$ cat config.mk
export PLATFORM = sky130hd
export DESIGN_NAME = pmra_result_bank
export DESIGN_NICKNAME = d
export VERILOG_FILES = /design/src/pmra_pkg.sv /design/src/pmra_flag_cell.sv /design/src/pmra_limit_cmp.sv /design/src/pmra_result_bank.sv
export SDC_FILE = /design/constraint.sdc
export NUM_CORES = 1
export LEC_CHECK = 0
export BUFFER_PORTS_ARGS = -buffer_cell sky130_fd_sc_hd__buf_2
export CORE_ASPECT_RATIO = 1.2
export CORE_UTILIZATION = 54
export CTS_BUF_LIST = sky130_fd_sc_hd__clkbuf_2 sky130_fd_sc_hd__clkbuf_4 sky130_fd_sc_hd__clkbuf_8
export DETAILED_ROUTE_END_ITERATION = 8
export PLACE_DENSITY = 0.83
export RECOVER_POWER = 50
export SYNTH_ARGS = -nofsm -noshare
export SYNTH_HDL_FRONTEND = slang
export SYNTH_SLANG_ARGS = --single-unit
$ cat constraint.sdc
create_clock -name mclk -period 2.2 [get_ports mclk]
set_input_delay 0.44 -clock mclk [delete_from_list [all_inputs] [get_ports mclk]]
set_output_delay 0.44 -clock mclk [all_outputs]
set_load 0.005 [all_outputs]
$ cat src/pmra_pkg.sv
// Shared constants for the power monitor result and alert register bank
package pmra_pkg;
  // Register offsets on the register port
  localparam logic [5:0]  ADDR_BUS_V   = 6'h05;
  localparam logic [5:0]  ADDR_TEMP    = 6'h06;
  localparam logic [5:0]  ADDR_CURR    = 6'h07;
  localparam logic [5:0]  ADDR_POWER   = 6'h08;
  localparam logic [5:0]  ADDR_ENERGY  = 6'h09;
  localparam logic [5:0]  ADDR_CHARGE  = 6'h0A;
  localparam logic [5:0]  ADDR_DIAG    = 6'h0B;
  // Result widths
  localparam int          W_BUS_V      = 16;
  localparam int          W_TEMP       = 12;
  localparam int          W_CURR       = 16;
  localparam int          W_POWER      = 24;
  localparam int          W_ACC        = 40;
  localparam int          W_RDATA      = 40;
  localparam int          TEMP_LSB_POS = 4;
  localparam int          PWR_LIM_SHIFT = 8;
  // Diagnostic register field positions
  localparam int          B_LATCH      = 15;
  localparam int          B_CNV_ALERT  = 14;
  localparam int          B_AVG_CMP    = 13;
  localparam int          B_POL        = 12;
  localparam int          B_E_OVF      = 11;
  localparam int          B_Q_OVF      = 10;
  localparam int          B_MATH_OVF   = 9;
  localparam int          B_LIM_LO     = 2;
  localparam int          N_LIM        = 6;
  localparam int          B_CNV_DONE   = 1;
  localparam int          B_TRIM_OK    = 0;
  localparam logic [15:0] DIAG_RESET   = 16'h0001;
  // Limit flag order, bit index above B_LIM_LO
  localparam int          L_POWER      = 0;
  localparam int          L_BUS_UNDER  = 1;
  localparam int          L_BUS_OVER   = 2;
  localparam int          L_CURR_UNDER = 3;
  localparam int          L_CURR_OVER  = 4;
  localparam int          L_TEMP_OVER  = 5;
endpackage

$ cat src/pmra_flag_cell.sv
// One limit flag, transparent or latched
`timescale 1ns/1ps
module pmra_flag_cell
  import pmra_pkg::*;
(
  // Clock and reset
  input  wire logic mclk,
  input  wire logic rst_n,
  // Control
  input  wire logic latch_en,
  input  wire logic strobe,
  input  wire logic cond,
  input  wire logic rd_clr,
  // Flag
  output logic      flag_r
);
  logic flag_nxt;

  // Latched: a new violation beats a read in the same cycle
  assign flag_nxt = latch_en ? ((strobe & cond) | (flag_r & ~rd_clr))
                             : (strobe ? cond : flag_r);

  always_ff @(posedge mclk)
  begin
    if (!rst_n)
      flag_r <= 1'b0;
    else
      flag_r <= flag_nxt;
  end
endmodule // pmra_flag_cell

$ cat src/pmra_limit_cmp.sv
// Limit comparators producing the six violation conditions
`timescale 1ns/1ps
module pmra_limit_cmp
  import pmra_pkg::*;
(
  // Measured values
  input  wire logic [W_BUS_V-1:0] bus_v,
  input  wire logic [W_TEMP-1:0]  temp,
  input  wire logic [W_CURR-1:0]  curr,
  input  wire logic [W_POWER-1:0] power,
  // Thresholds
  input  wire logic [14:0]        bus_over_lim,
  input  wire logic [14:0]        bus_under_lim,
  input  wire logic [W_TEMP-1:0]  temp_over_lim,
  input  wire logic [W_CURR-1:0]  curr_over_lim,
  input  wire logic [W_CURR-1:0]  curr_under_lim,
  input  wire logic [15:0]        power_over_lim,
  // Violations, L_* order
  output logic      [N_LIM-1:0]   viol
);
  // Power threshold is coarser than the power result
  wire logic [W_POWER-1:0] pwr_lim_full = {power_over_lim, {PWR_LIM_SHIFT{1'b0}}};

  assign viol[L_TEMP_OVER]  = $signed(temp) > $signed(temp_over_lim);
  assign viol[L_CURR_OVER]  = $signed(curr) > $signed(curr_over_lim);
  assign viol[L_CURR_UNDER] = $signed(curr) < $signed(curr_under_lim);
  assign viol[L_BUS_OVER]   = bus_v > {1'b0, bus_over_lim};
  assign viol[L_BUS_UNDER]  = bus_v < {1'b0, bus_under_lim};
  assign viol[L_POWER]      = power > pwr_lim_full;
endmodule // pmra_limit_cmp

$ cat src/pmra_result_bank.sv
// Result registers, diagnostic flags and open-drain alert of the power monitor
//
// What this block does
// - Bus voltage result is 16-bit read-only, never negative, 3.125 mV per step.
// - Die temperature sits in bits 15..4, signed, 125 m°C per step; low bits zero.
// - Current result is 16-bit read-only signed, 2.4 mA per step.
// - Power result is 24-bit read-only unsigned, 480 µW per step.
// - Energy result is 40-bit read-only unsigned, 7.68 mJ per step.
// - Charge result is 40-bit read-only signed, 150 µC per step.
// - Transparent mode: alert and flags return idle once the fault is gone.
// - Latched mode: alert and flags hold after a fault until diagnostic read.
// - Bit 14 set lets conversion done drive the alert; clear, it does not.
// - Bit 13 picks raw results or averaged results for limit comparison.
// - Bit 12 sets alert polarity: 0 active-low, 1 active-high, both open-drain.
// - Bits 11 and 10 flag energy and charge wrap; cleared by accumulator clear.
// - Bit 9 flags arithmetic overflow; cleared by new conversion or accumulator clear.
// - Bit 7 sets when die temperature exceeds its over-limit.
// - Bit 6 sets when current exceeds its over-limit.
// - Bit 5 sets when current falls below its under-limit.
// - Bit 4 sets when bus voltage exceeds its over-limit.
// - Bit 3 sets when bus voltage falls below its under-limit.
// - Bit 2 sets when power exceeds its over-limit.
// - Latched mode: reading the diagnostic register clears bits 7..2.
// - Bit 1 sets on conversion done; latched, read or new conversion clears it.
// - Bit 0 resets to 1 and drops to 0 on a trim checksum error.
`timescale 1ns/1ps
module pmra_result_bank
  import pmra_pkg::*;
(
  // Clock and reset
  input  wire logic               mclk,
  input  wire logic               rst_n,
  // Register port
  input  wire logic [5:0]         reg_addr,
  input  wire logic               reg_rd,
  input  wire logic               reg_wr,
  input  wire logic [15:0]        reg_wdata,
  output logic      [W_RDATA-1:0] reg_rdata_r,
  // Conversion engine events
  input  wire logic               raw_valid,
  input  wire logic               avg_done,
  input  wire logic               conv_trigger,
  input  wire logic               accumulator_clear,
  input  wire logic               energy_wrap,
  input  wire logic               charge_wrap,
  input  wire logic               math_ovf,
  input  wire logic               trim_checksum_err,
  // Conversion engine values
  input  wire logic [W_BUS_V-1:0] bus_v_in,
  input  wire logic [W_TEMP-1:0]  temp_in,
  input  wire logic [W_CURR-1:0]  curr_in,
  input  wire logic [W_POWER-1:0] power_in,
  input  wire logic [W_ACC-1:0]   energy_in,
  input  wire logic [W_ACC-1:0]   charge_in,
  // Thresholds
  input  wire logic [14:0]        bus_over_lim,
  input  wire logic [14:0]        bus_under_lim,
  input  wire logic [W_TEMP-1:0]  temp_over_lim,
  input  wire logic [W_CURR-1:0]  curr_over_lim,
  input  wire logic [W_CURR-1:0]  curr_under_lim,
  input  wire logic [15:0]        power_over_lim,
  // Open-drain alert pin
  output logic                    alert_o_r,
  output logic                    alert_oe_r
);

  ////////////////////////////////////////////////////////////////////////////
  // Storage
  logic [W_BUS_V-1:0] bus_voltage_result_r;
  logic [W_TEMP-1:0]  die_temperature_result_r;
  logic [W_CURR-1:0]  current_result_r;
  logic [W_POWER-1:0] power_result_r;
  logic [W_ACC-1:0]   energy_accumulator_r;
  logic [W_ACC-1:0]   charge_accumulator_r;
  logic               alert_latch_enable_r;
  logic               ready_on_alert_enable_r;
  logic               averaged_compare_select_r;
  logic               alert_sense_invert_r;
  logic               energy_overflow_flag_r;
  logic               charge_overflow_flag_r;
  logic               arithmetic_overflow_flag_r;
  logic               conversion_done_flag_r;
  logic               trim_checksum_ok_r;
  logic [N_LIM-1:0]   lim_flags;
  logic [N_LIM-1:0]   viol;

  ////////////////////////////////////////////////////////////////////////////
  // Decode
  wire logic diag_rd  = reg_rd & (reg_addr == ADDR_DIAG);
  wire logic diag_wr  = reg_wr & (reg_addr == ADDR_DIAG);
  wire logic rd_clr   = diag_rd & alert_latch_enable_r;
  // Comparison source: raw samples, or only the finished average
  wire logic cmp_strobe = averaged_compare_select_r ? avg_done : raw_valid;

  wire logic [15:0] diag_word = {alert_latch_enable_r, ready_on_alert_enable_r,
                                 averaged_compare_select_r, alert_sense_invert_r,
                                 energy_overflow_flag_r, charge_overflow_flag_r,
                                 arithmetic_overflow_flag_r, 1'b0, lim_flags,
                                 conversion_done_flag_r, trim_checksum_ok_r};

  // Temperature occupies the top twelve bits, low nibble fixed zero
  wire logic [15:0] temp_word = {die_temperature_result_r, {TEMP_LSB_POS{1'b0}}};

  // Narrow registers sit in the low bits, unmapped offsets read zero
  wire logic [W_RDATA-1:0] rd_mux =
      (reg_addr == ADDR_BUS_V)  ? {24'h00_0000, bus_voltage_result_r} :
      (reg_addr == ADDR_TEMP)   ? {24'h00_0000, temp_word} :
      (reg_addr == ADDR_CURR)   ? {24'h00_0000, current_result_r} :
      (reg_addr == ADDR_POWER)  ? {16'h0000, power_result_r} :
      (reg_addr == ADDR_ENERGY) ? energy_accumulator_r :
      (reg_addr == ADDR_CHARGE) ? charge_accumulator_r :
      (reg_addr == ADDR_DIAG)   ? {24'h00_0000, diag_word} : 40'h00_0000_0000;

  ////////////////////////////////////////////////////////////////////////////
  // Limit comparison and flags
  pmra_limit_cmp u_cmp (
    .bus_v          (bus_v_in),
    .temp           (temp_in),
    .curr           (curr_in),
    .power          (power_in),
    .bus_over_lim   (bus_over_lim),
    .bus_under_lim  (bus_under_lim),
    .temp_over_lim  (temp_over_lim),
    .curr_over_lim  (curr_over_lim),
    .curr_under_lim (curr_under_lim),
    .power_over_lim (power_over_lim),
    .viol           (viol)
  );

  // Bits 7..2: temp over, curr over, curr under, bus over, bus under, power over
  genvar gi;
  generate
    for (gi = 0; gi < N_LIM; gi = gi + 1)
    begin : g_lim
      pmra_flag_cell u_flag (
        .mclk     (mclk),
        .rst_n    (rst_n),
        .latch_en (alert_latch_enable_r),
        .strobe   (cmp_strobe),
        .cond     (viol[gi]),
        .rd_clr   (rd_clr),
        .flag_r   (lim_flags[gi])
      );
    end
  endgenerate

  ////////////////////////////////////////////////////////////////////////////
  // Next values of status flags; a setting event always beats a clear
  wire logic cnv_nxt  = avg_done | (conversion_done_flag_r & ~rd_clr & ~conv_trigger);
  wire logic e_of_nxt = energy_wrap | (energy_overflow_flag_r & ~accumulator_clear);
  wire logic q_of_nxt = charge_wrap | (charge_overflow_flag_r & ~accumulator_clear);
  wire logic m_of_nxt = math_ovf |
                        (arithmetic_overflow_flag_r & ~conv_trigger & ~accumulator_clear);

  // Alert follows the flags, so transparent flags drop the pin with them
  wire logic alert_active = (|lim_flags) |
                            (ready_on_alert_enable_r & conversion_done_flag_r);
  // Open-drain: polarity 1 releases the pin while active and pulls low while idle
  wire logic alert_oe_nxt = alert_sense_invert_r ? ~alert_active : alert_active;

  ////////////////////////////////////////////////////////////////////////////
  // Result registers
  always_ff @(posedge mclk)
  begin
    if (!rst_n)
    begin
      bus_voltage_result_r     <= 16'h0000;
      die_temperature_result_r <= 12'h000;
      current_result_r         <= 16'h0000;
      power_result_r           <= 24'h00_0000;
    end
    else if (avg_done)
    begin
      bus_voltage_result_r     <= bus_v_in;
      die_temperature_result_r <= temp_in;
      current_result_r         <= curr_in;
      power_result_r           <= power_in;
    end
  end

  // Accumulators mirror the engine, and the clear wins the cycle it arrives
  always_ff @(posedge mclk)
  begin
    if (!rst_n || accumulator_clear)
    begin
      energy_accumulator_r <= 40'h00_0000_0000;
      charge_accumulator_r <= 40'h00_0000_0000;
    end
    else if (avg_done)
    begin
      energy_accumulator_r <= energy_in;
      charge_accumulator_r <= charge_in;
    end
  end

  ////////////////////////////////////////////////////////////////////////////
  // Configuration and status
  always_ff @(posedge mclk)
  begin
    if (!rst_n)
    begin
      alert_latch_enable_r      <= DIAG_RESET[B_LATCH];
      ready_on_alert_enable_r   <= DIAG_RESET[B_CNV_ALERT];
      averaged_compare_select_r <= DIAG_RESET[B_AVG_CMP];
      alert_sense_invert_r      <= DIAG_RESET[B_POL];
    end
    else if (diag_wr)
    begin
      alert_latch_enable_r      <= reg_wdata[B_LATCH];
      ready_on_alert_enable_r   <= reg_wdata[B_CNV_ALERT];
      averaged_compare_select_r <= reg_wdata[B_AVG_CMP];
      alert_sense_invert_r      <= reg_wdata[B_POL];
    end
  end

  always_ff @(posedge mclk)
  begin
    if (!rst_n)
    begin
      energy_overflow_flag_r     <= DIAG_RESET[B_E_OVF];
      charge_overflow_flag_r     <= DIAG_RESET[B_Q_OVF];
      arithmetic_overflow_flag_r <= DIAG_RESET[B_MATH_OVF];
      conversion_done_flag_r     <= DIAG_RESET[B_CNV_DONE];
      trim_checksum_ok_r         <= DIAG_RESET[B_TRIM_OK];
    end
    else
    begin
      energy_overflow_flag_r     <= e_of_nxt;
      charge_overflow_flag_r     <= q_of_nxt;
      arithmetic_overflow_flag_r <= m_of_nxt;
      conversion_done_flag_r     <= cnv_nxt;
      // Sticky until reset: a corrupt trim stays reported
      trim_checksum_ok_r         <= trim_checksum_ok_r & ~trim_checksum_err;
    end
  end

  ////////////////////////////////////////////////////////////////////////////
  // Read data and alert pin
  always_ff @(posedge mclk)
  begin
    if (!rst_n)
      reg_rdata_r <= 40'h00_0000_0000;
    else if (reg_rd)
      reg_rdata_r <= rd_mux;
  end

  always_ff @(posedge mclk)
  begin
    if (!rst_n)
    begin
      alert_o_r  <= 1'b0;
      alert_oe_r <= 1'b0;
    end
    else
    begin
      alert_o_r  <= 1'b0;
      alert_oe_r <= alert_oe_nxt;
    end
  end

  ////////////////////////////////////////////////////////////////////////////
  // Checks
  a_rd_clears_lim:
    assert property (@(posedge mclk) disable iff (!rst_n)
      (rd_clr && !cmp_strobe) |=> (lim_flags == 6'h00))
    else $error("latched limit flags not cleared by diagnostic read");

  a_latched_hold:
    assert property (@(posedge mclk) disable iff (!rst_n)
      (alert_latch_enable_r && lim_flags[L_CURR_OVER] && !diag_rd && !diag_wr)
        |=> lim_flags[L_CURR_OVER])
    else $error("latched overcurrent flag dropped without a read");

  a_transp_follow:
    assert property (@(posedge mclk) disable iff (!rst_n)
      (!alert_latch_enable_r && cmp_strobe) |=> (lim_flags == $past(viol)))
    else $error("transparent flags do not match the comparison");

  a_transp_idle:
    assert property (@(posedge mclk) disable iff (!rst_n)
      (!alert_latch_enable_r && !diag_wr && cmp_strobe && viol == 6'h00 && !alert_sense_invert_r
       && !ready_on_alert_enable_r) |=> ##1 !alert_oe_r)
    else $error("alert not released after fault cleared");

  a_cnv_alert:
    assert property (@(posedge mclk) disable iff (!rst_n)
      (conversion_done_flag_r && lim_flags == 6'h00 && !alert_sense_invert_r)
        |=> (alert_oe_r == $past(ready_on_alert_enable_r)))
    else $error("conversion done alert not gated by enable");

  a_pol_inverted:
    assert property (@(posedge mclk) disable iff (!rst_n)
      (alert_sense_invert_r && !alert_active) |=> alert_oe_r)
    else $error("inverted idle alert does not pull low");

  a_energy_ovf:
    assert property (@(posedge mclk) disable iff (!rst_n)
      energy_wrap |=> energy_overflow_flag_r ##1 (energy_overflow_flag_r || $past(accumulator_clear)))
    else $error("energy overflow flag lost");

  a_math_clear:
    assert property (@(posedge mclk) disable iff (!rst_n)
      (conv_trigger && !math_ovf) |=> !arithmetic_overflow_flag_r)
    else $error("arithmetic overflow not cleared by new conversion");

  a_cnv_set:
    assert property (@(posedge mclk) disable iff (!rst_n)
      avg_done |=> conversion_done_flag_r)
    else $error("conversion done flag not set");

  a_temp_low_zero:
    assert property (@(posedge mclk) disable iff (!rst_n)
      (reg_rd && reg_addr == ADDR_TEMP) |=> (reg_rdata_r[3:0] == 4'h0 && reg_rdata_r[39:16] == 24'h00_0000))
    else $error("temperature read has nonzero low or upper bits");

  a_trim_sticky:
    assert property (@(posedge mclk) disable iff (!rst_n)
      trim_checksum_err |=> !trim_checksum_ok_r [*3])
    else $error("trim checksum status recovered");

endmodule // pmra_result_bank

## Word level (Yosys, flattened, before mapping)

Index checks and enable logic that the tools add are counted.

| storage, ports and cells | value |
|---|---|
| logic and storage cells | 100 |
| input bits | 272 |
| register bits | 204 |
| output and inout port bits | 42 |

| cells by class | value |
|---|---|
| equality and inequality tests | 7 |
| bitwise operators | 39 |
| multiplexer cells | 21 |
| reductions and logical operators | 4 |
| magnitude comparators | 6 |

Operator list:

| cell | count |
|---|---|
| 2-to-1 mux 40 bit | 6 |
| equality test 6 x 4 -> 1 bit (second input constant) | 4 |
| greater-than comparator 24 bit | 1 |
| bitwise AND 1 bit | 23 |
| equality test 6 x 3 -> 1 bit (second input constant) | 3 |
| greater-than comparator 16 x 15 -> 1 bit | 1 |
| greater-than comparator 16 bit | 1 |
| less-than comparator 16 x 15 -> 1 bit | 1 |
| less-than comparator 16 bit | 1 |
| 2-to-1 mux 16 bit | 1 |
| 2-to-1 mux 1 bit | 14 |
| greater-than comparator 12 bit | 1 |
| OR 1 bit | 11 |
| OR reduction 6 bit | 1 |
| NOT 1 bit | 5 |
| nonzero test 2 bit | 1 |
| logical NOT 1 bit | 1 |
| logical OR 1 bit | 1 |

## Logic depth before layout (Yosys ltp)

| depth | value |
|---|---|
| word-level depth | 8 |
| mapped depth | 8 |
| gate-level depth less buffers | 8 |

## Modules after synthesis

From an unflattened synthesis, not the netlist that was laid out.

| unflattened totals | value |
|---|---|
| cell total of the unflattened synthesis | 1188 |
| area total of the unflattened synthesis | 10998.0 um^2 |

By module, submodules not included:

| module | area each (um^2) | instances | cells an instance | seq. area each (um^2) |
|---|---|---|---|---|
| pmra_result_bank | 8418.1 | 1 | 841 | 3963.8 |
| pmra_limit_cmp | 2264.7 | 1 | 317 | 0.0 |
| pmra_flag_cell | 52.6 | 6 | 5 | 20.0 |

## Worst setup path before layout

Ideal clock, no wire load.

| timing path | value |
|---|---|
| kind | in2reg |
| start point | input bus_over_lim[11] |
| end point | register g_lim[2].u_flag.flag_r |
| cell stages on the path | 6 |
| data arrival time | 1.784 ns |
| slack | 0.299 ns |
| library setup time | 0.117 ns |
| required time | 2.083 ns |
| path buffers | 0 |
| path through | inv_1 -> ha_1 -> nand3_1 -> or3_1 -> or3_1 -> a32o_1 |

| between the ends | value |
|---|---|
| word-level cells in the longest chain between the ends | 4 |
| elaborated cells between the ends (all ways) | 5 |
| those cells by class | order compare (1); mux (2); bitwise (2) |

Ends and longest elaborated chain:

| what | line | text |
|---|---|---|
| start, declared | pmra_result_bank.sv:56 | `input wire logic [14:0] bus_over_lim,` |
| greater-than comparator 16 x 15 -> 1 bit (*) | pmra_limit_cmp.sv:27 | `assign viol[L_BUS_OVER] = bus_v > {1'b0, bus_over_lim};` |
| bitwise AND 1 bit | pmra_flag_cell.sv:20 | `assign flag_nxt = latch_en ? ((strobe & cond) \| (flag_r & ~rd_clr))` |
| OR 1 bit | pmra_flag_cell.sv:20 |  |
| 2-to-1 mux 1 bit (*) | pmra_flag_cell.sv:20 |  |
| end signal, assigned | pmra_flag_cell.sv:28 | `flag_r <= flag_nxt;` |
| end, declared | pmra_flag_cell.sv:15 | `output logic flag_r` |

Mark *: on every way between the ends. The rest lies on a longest branch, timed or not. The select of a mux whose other input is x is not followed.
A chain may end at the register's enable or synchronous reset.

==> flow_metrics.env <==
export IMPL_antenna_found_initial=9
export IMPL_hp_class="input pin to register"
export IMPL_worst_slack_ps=208
export IMPL_post_route_drc_count=0
export IMPL_clock_latency_ps=530
export IMPL_synth_net_count=1492
export IMPL_synth_simple_gate_area_share_pct=15.1
export IMPL_timing_critical_path_to_type="register"
export IMPL_dp_final_hpwl_mm=22.3
export IMPL_power_density_of_the_placed_cells_nw_per_um2=653
export IMPL_synth_cell_type_count=56
export IMPL_pin_count_of_the_biggest_net_entering_global_routing=150
export IMPL_gp_congestion=0.895
export IMPL_multi_input_comb_area_um2=6070
export IMPL_final_nets=1792
export IMPL_unrepaired_setup_endpoints_after_global_routing="no"
export IMPL_required_time_of_the_critical_path_ps=2560
export IMPL_globalRouteTotalUtil_pct=28.6
export IMPL_critPathArrivalTime_ps=2360
export IMPL_fin_hold_ws_ps=109
export IMPL_slew_at_the_pin_closest_to_its_max_slew_limit_ps=1850
export IMPL_grt_pass1_wl_mm=46.5
export IMPL_clk_pin_slew_ps=60
export IMPL_detailedPlace_worstSlack_ps=-195
export IMPL_tritoncts="done"
export IMPL_cts_hold_repair_buffers=0
export IMPL_area_sequential_um2=4080
export IMPL_post_synth_fa_ha_maj_area_fraction_pct=10.2
export IMPL_power_total_uw=8710
export IMPL_timing_final_crit_period_ps=1990
export IMPL_io_pin_count=314
export IMPL_drt_first_iter_violations=484
export IMPL_p_leak_uw=0.00650
export IMPL_synth_seq_area_share_pct=37.8
export IMPL_synth_top_family_by_area="multiplexers"
export IMPL_synth_seq_cells=204
export IMPL_fraction_of_final_layout_cells_sized_beyond_drive_strength_1_pct=28.8
export IMPL_start_util_pct=55.3
export IMPL_violations_in_the_final_reports="capacitance limit, slew limit"
export IMPL_n_fill_cell=1545
export IMPL_fin_crit_sh_pct=90.5
export IMPL_cts_sink_count=204
export IMPL_synth_cell_area_um2=10800
export IMPL_postCtsResizedCells=0
export IMPL_start_kind="input pin"
export IMPL_vias=9387
export IMPL_first_global_vias=9544
export IMPL_synth_top_flop_cell="dfxtp_1"
export IMPL_syn_mean_instance_area_um2=9.55
export IMPL_wl_per_cell_um=17.3
export IMPL_placed_cells_incl_taps=1656
export IMPL_cts_buffers=35
export IMPL_report_final_hold_viol_count=0
export IMPL_maximum_fanout_count_along_the_critical_path=149
export IMPL_ctsHtreeMaxLevel=2
export IMPL_multiplexer_share_of_the_synthesized_area_pct=18.4
export IMPL_globalRoute_totalOverflow=0
export IMPL_setup_viol=0
export IMPL_outcome="finished, violations left"
export IMPL_finalMaxSlewViolations=150
export IMPL_clock_skew_final_ps=16.8
export IMPL_final_non_filler_cells=1721
export IMPL_avgViaCountPerCell=5.45
export IMPL_synth_compound_area_share_pct=12.2
export IMPL_post_synth_inst_count=1132
export IMPL_clock_path_buffers=3
export IMPL_post_synth_edffs=0
export IMPL_route_antenna_remaining_nets=0
export IMPL_relSlewSlack_pct=-23.1
export IMPL_cts_setup_buffers=0
export IMPL_die_width_um=131
export IMPL_upper_clock_frequency_limit_mhz=502
export IMPL_synthToLayoutAreaGrowth_pct=23.4
export IMPL_synthesis_yosys_warnings=0
export IMPL_ir_drop_uv=542
export IMPL_chipHeight_um=157
export IMPL_async_set_or_reset_flop_fraction_in_the_synthesized_netlist_pct=0
export IMPL_io_buffer_count=300
export IMPL_coreArea_um2=19500
export IMPL_setup_worst_path_class="input pin to register"
export IMPL_rows=56
export IMPL_area_enclosed_by_the_die_boundary_um2=20600
export IMPL_cts_root_buf="clkbuf_8"
export IMPL_cap_violations=1
export IMPL_synth_area_in_xor_xnor_pct=0.0810
export IMPL_detail_route_first_pass_iterations=5
export IMPL_wirelength_mm=29.8
-- through the flow --
| step | setup TNS [ps] | utilization (%) | area, um2 |
|---|---|---|---|
| floorplan | 0 | - | 10800 |
| global placement | -179 | 64.8 | 12700 |
| detailed placement | -195 | 64.8 | 12700 |
| CTS | 0 | 68.3 | 13400 |
| global route | 0 | 68.2 | 13300 |
| finish | 0 | 68.2 | 13300 |
-- synth_stat cells, types with 12 or more instances --
| cell type | instances | share of area [%] |
|---|---|---|
| buf_2 | 21 | 0.97 |
| clkbuf_1 | 34 | 1.2 |
| a21boi_0 | 16 | 1.1 |
| a21oi_1 | 35 | 1.6 |
| nand4_1 | 14 | 0.81 |
| nand3_1 | 25 | 1.2 |
| a22oi_1 | 13 | 0.90 |
| mux2i_1 | 163 | 15 |
| ha_1 | 88 | 10 |
| o21ai_0 | 29 | 1.3 |
| nand2b_1 | 18 | 1.0 |
| nor2b_1 | 86 | 5.0 |
| nor2_1 | 99 | 3.4 |
| mux4_2 | 15 | 3.1 |
| dfxtp_1 | 204 | 38 |
| a21o_1 | 12 | 0.83 |
| inv_1 | 102 | 3.5 |
| a22o_1 | 16 | 1.3 |
| nand2_1 | 40 | 1.4 |
-- power by group --
group / internal, uW / total, uW / switching [uW]
Combinational: 658 / 1320 / 663
Sequential: 3850 / 3950 / 96.6
Clock: 1940 / 3440 / 1500
-- cell families after synthesis --
group | count (synthesis)
mux | 180
buf+inv | 167
flops | 204
xor+xnor | 1
simple gates | 313
compound gates | 178
fa+ha+maj | 88
other cells | 1
-- state kept, by name (all words and copies together) (netlist names) --
register	count
alert_sense_invert_r	1
trim_checksum_ok_r	1
power_result_r	24
bus_voltage_result_r	16
current_result_r	16
g_lim.u_flag.flag_r	6
arithmetic_overflow_flag_r	1
die_temperature_result_r	12
energy_overflow_flag_r	1
charge_overflow_flag_r	1
conversion_done_flag_r	1
charge_accumulator_r	40
alert_oe_r	1
energy_accumulator_r	40
reg_rdata_r	40
alert_latch_enable_r	1
averaged_compare_select_r	1
ready_on_alert_enable_r	1
-- final cells by class --
class / count / share of cell area [%]
Clock buffer: 54 / 5.05
Clock inverter: 3 / 0.159
Inverter: 102 / 2.87
Timing Repair Buffer: 328 / 13.2
Tap cell: 261 / 2.45
Sequential cell: 204 / 30.6
Multi-Input combinational cell: 761 / 45.5
Antenna cell: 8 / 0.150
-- path summary, 6_finish.rpt --
check	start	end	slack, ps	depth (start not counted)
worst min register to register	reg_rdata_r[37]$_SDFFE_PN0P_	reg_rdata_r[37]$_SDFFE_PN0P_	480	2
worst max register to register	g_lim[2].u_flag.flag_r$_SDFFE_PN0P_	alert_oe_r$_SDFF_PN0_	470	4
worst min-delay path	trim_checksum_err	trim_checksum_ok_r$_SDFF_PN1_	110	2
worst max-delay path	avg_done	energy_accumulator_r[37]$_SDFFE_PP0P_	210	4
-- layout by cell type (no fill, tap or decap), types with 14 or more instances in the layout --
cell type	count
mux2i_1	163
nand2b_1	17
mux4_2	15
a21boi_0	16
nor2_1	99
o21ai_0	29
a22o_1	16
nor2b_1	86
a21oi_1	35
nand3_1	25
buf_2	297
inv_1	102
nand4_1	14
nand2_1	40
ha_1	88
clkbuf_8	44
buf_4	20
dfxtp_1	204
-- layer usage --
layer  up-vias  track usage, %  part of all wire [%]
met2       356            49.2                    48
met3       107            6.80                   6.7
met5         -               0                 0.060
li1       4555               -                     -
met1      4365            32.0                    40
met4         4            18.2                   5.4
-- worst max-delay path, stage by stage --
cell      delay [ps]
clkbuf_8         100
buf_6           1220
mux2i_1          320
nor2_1            60
Power figures use the tool's default switching activity.
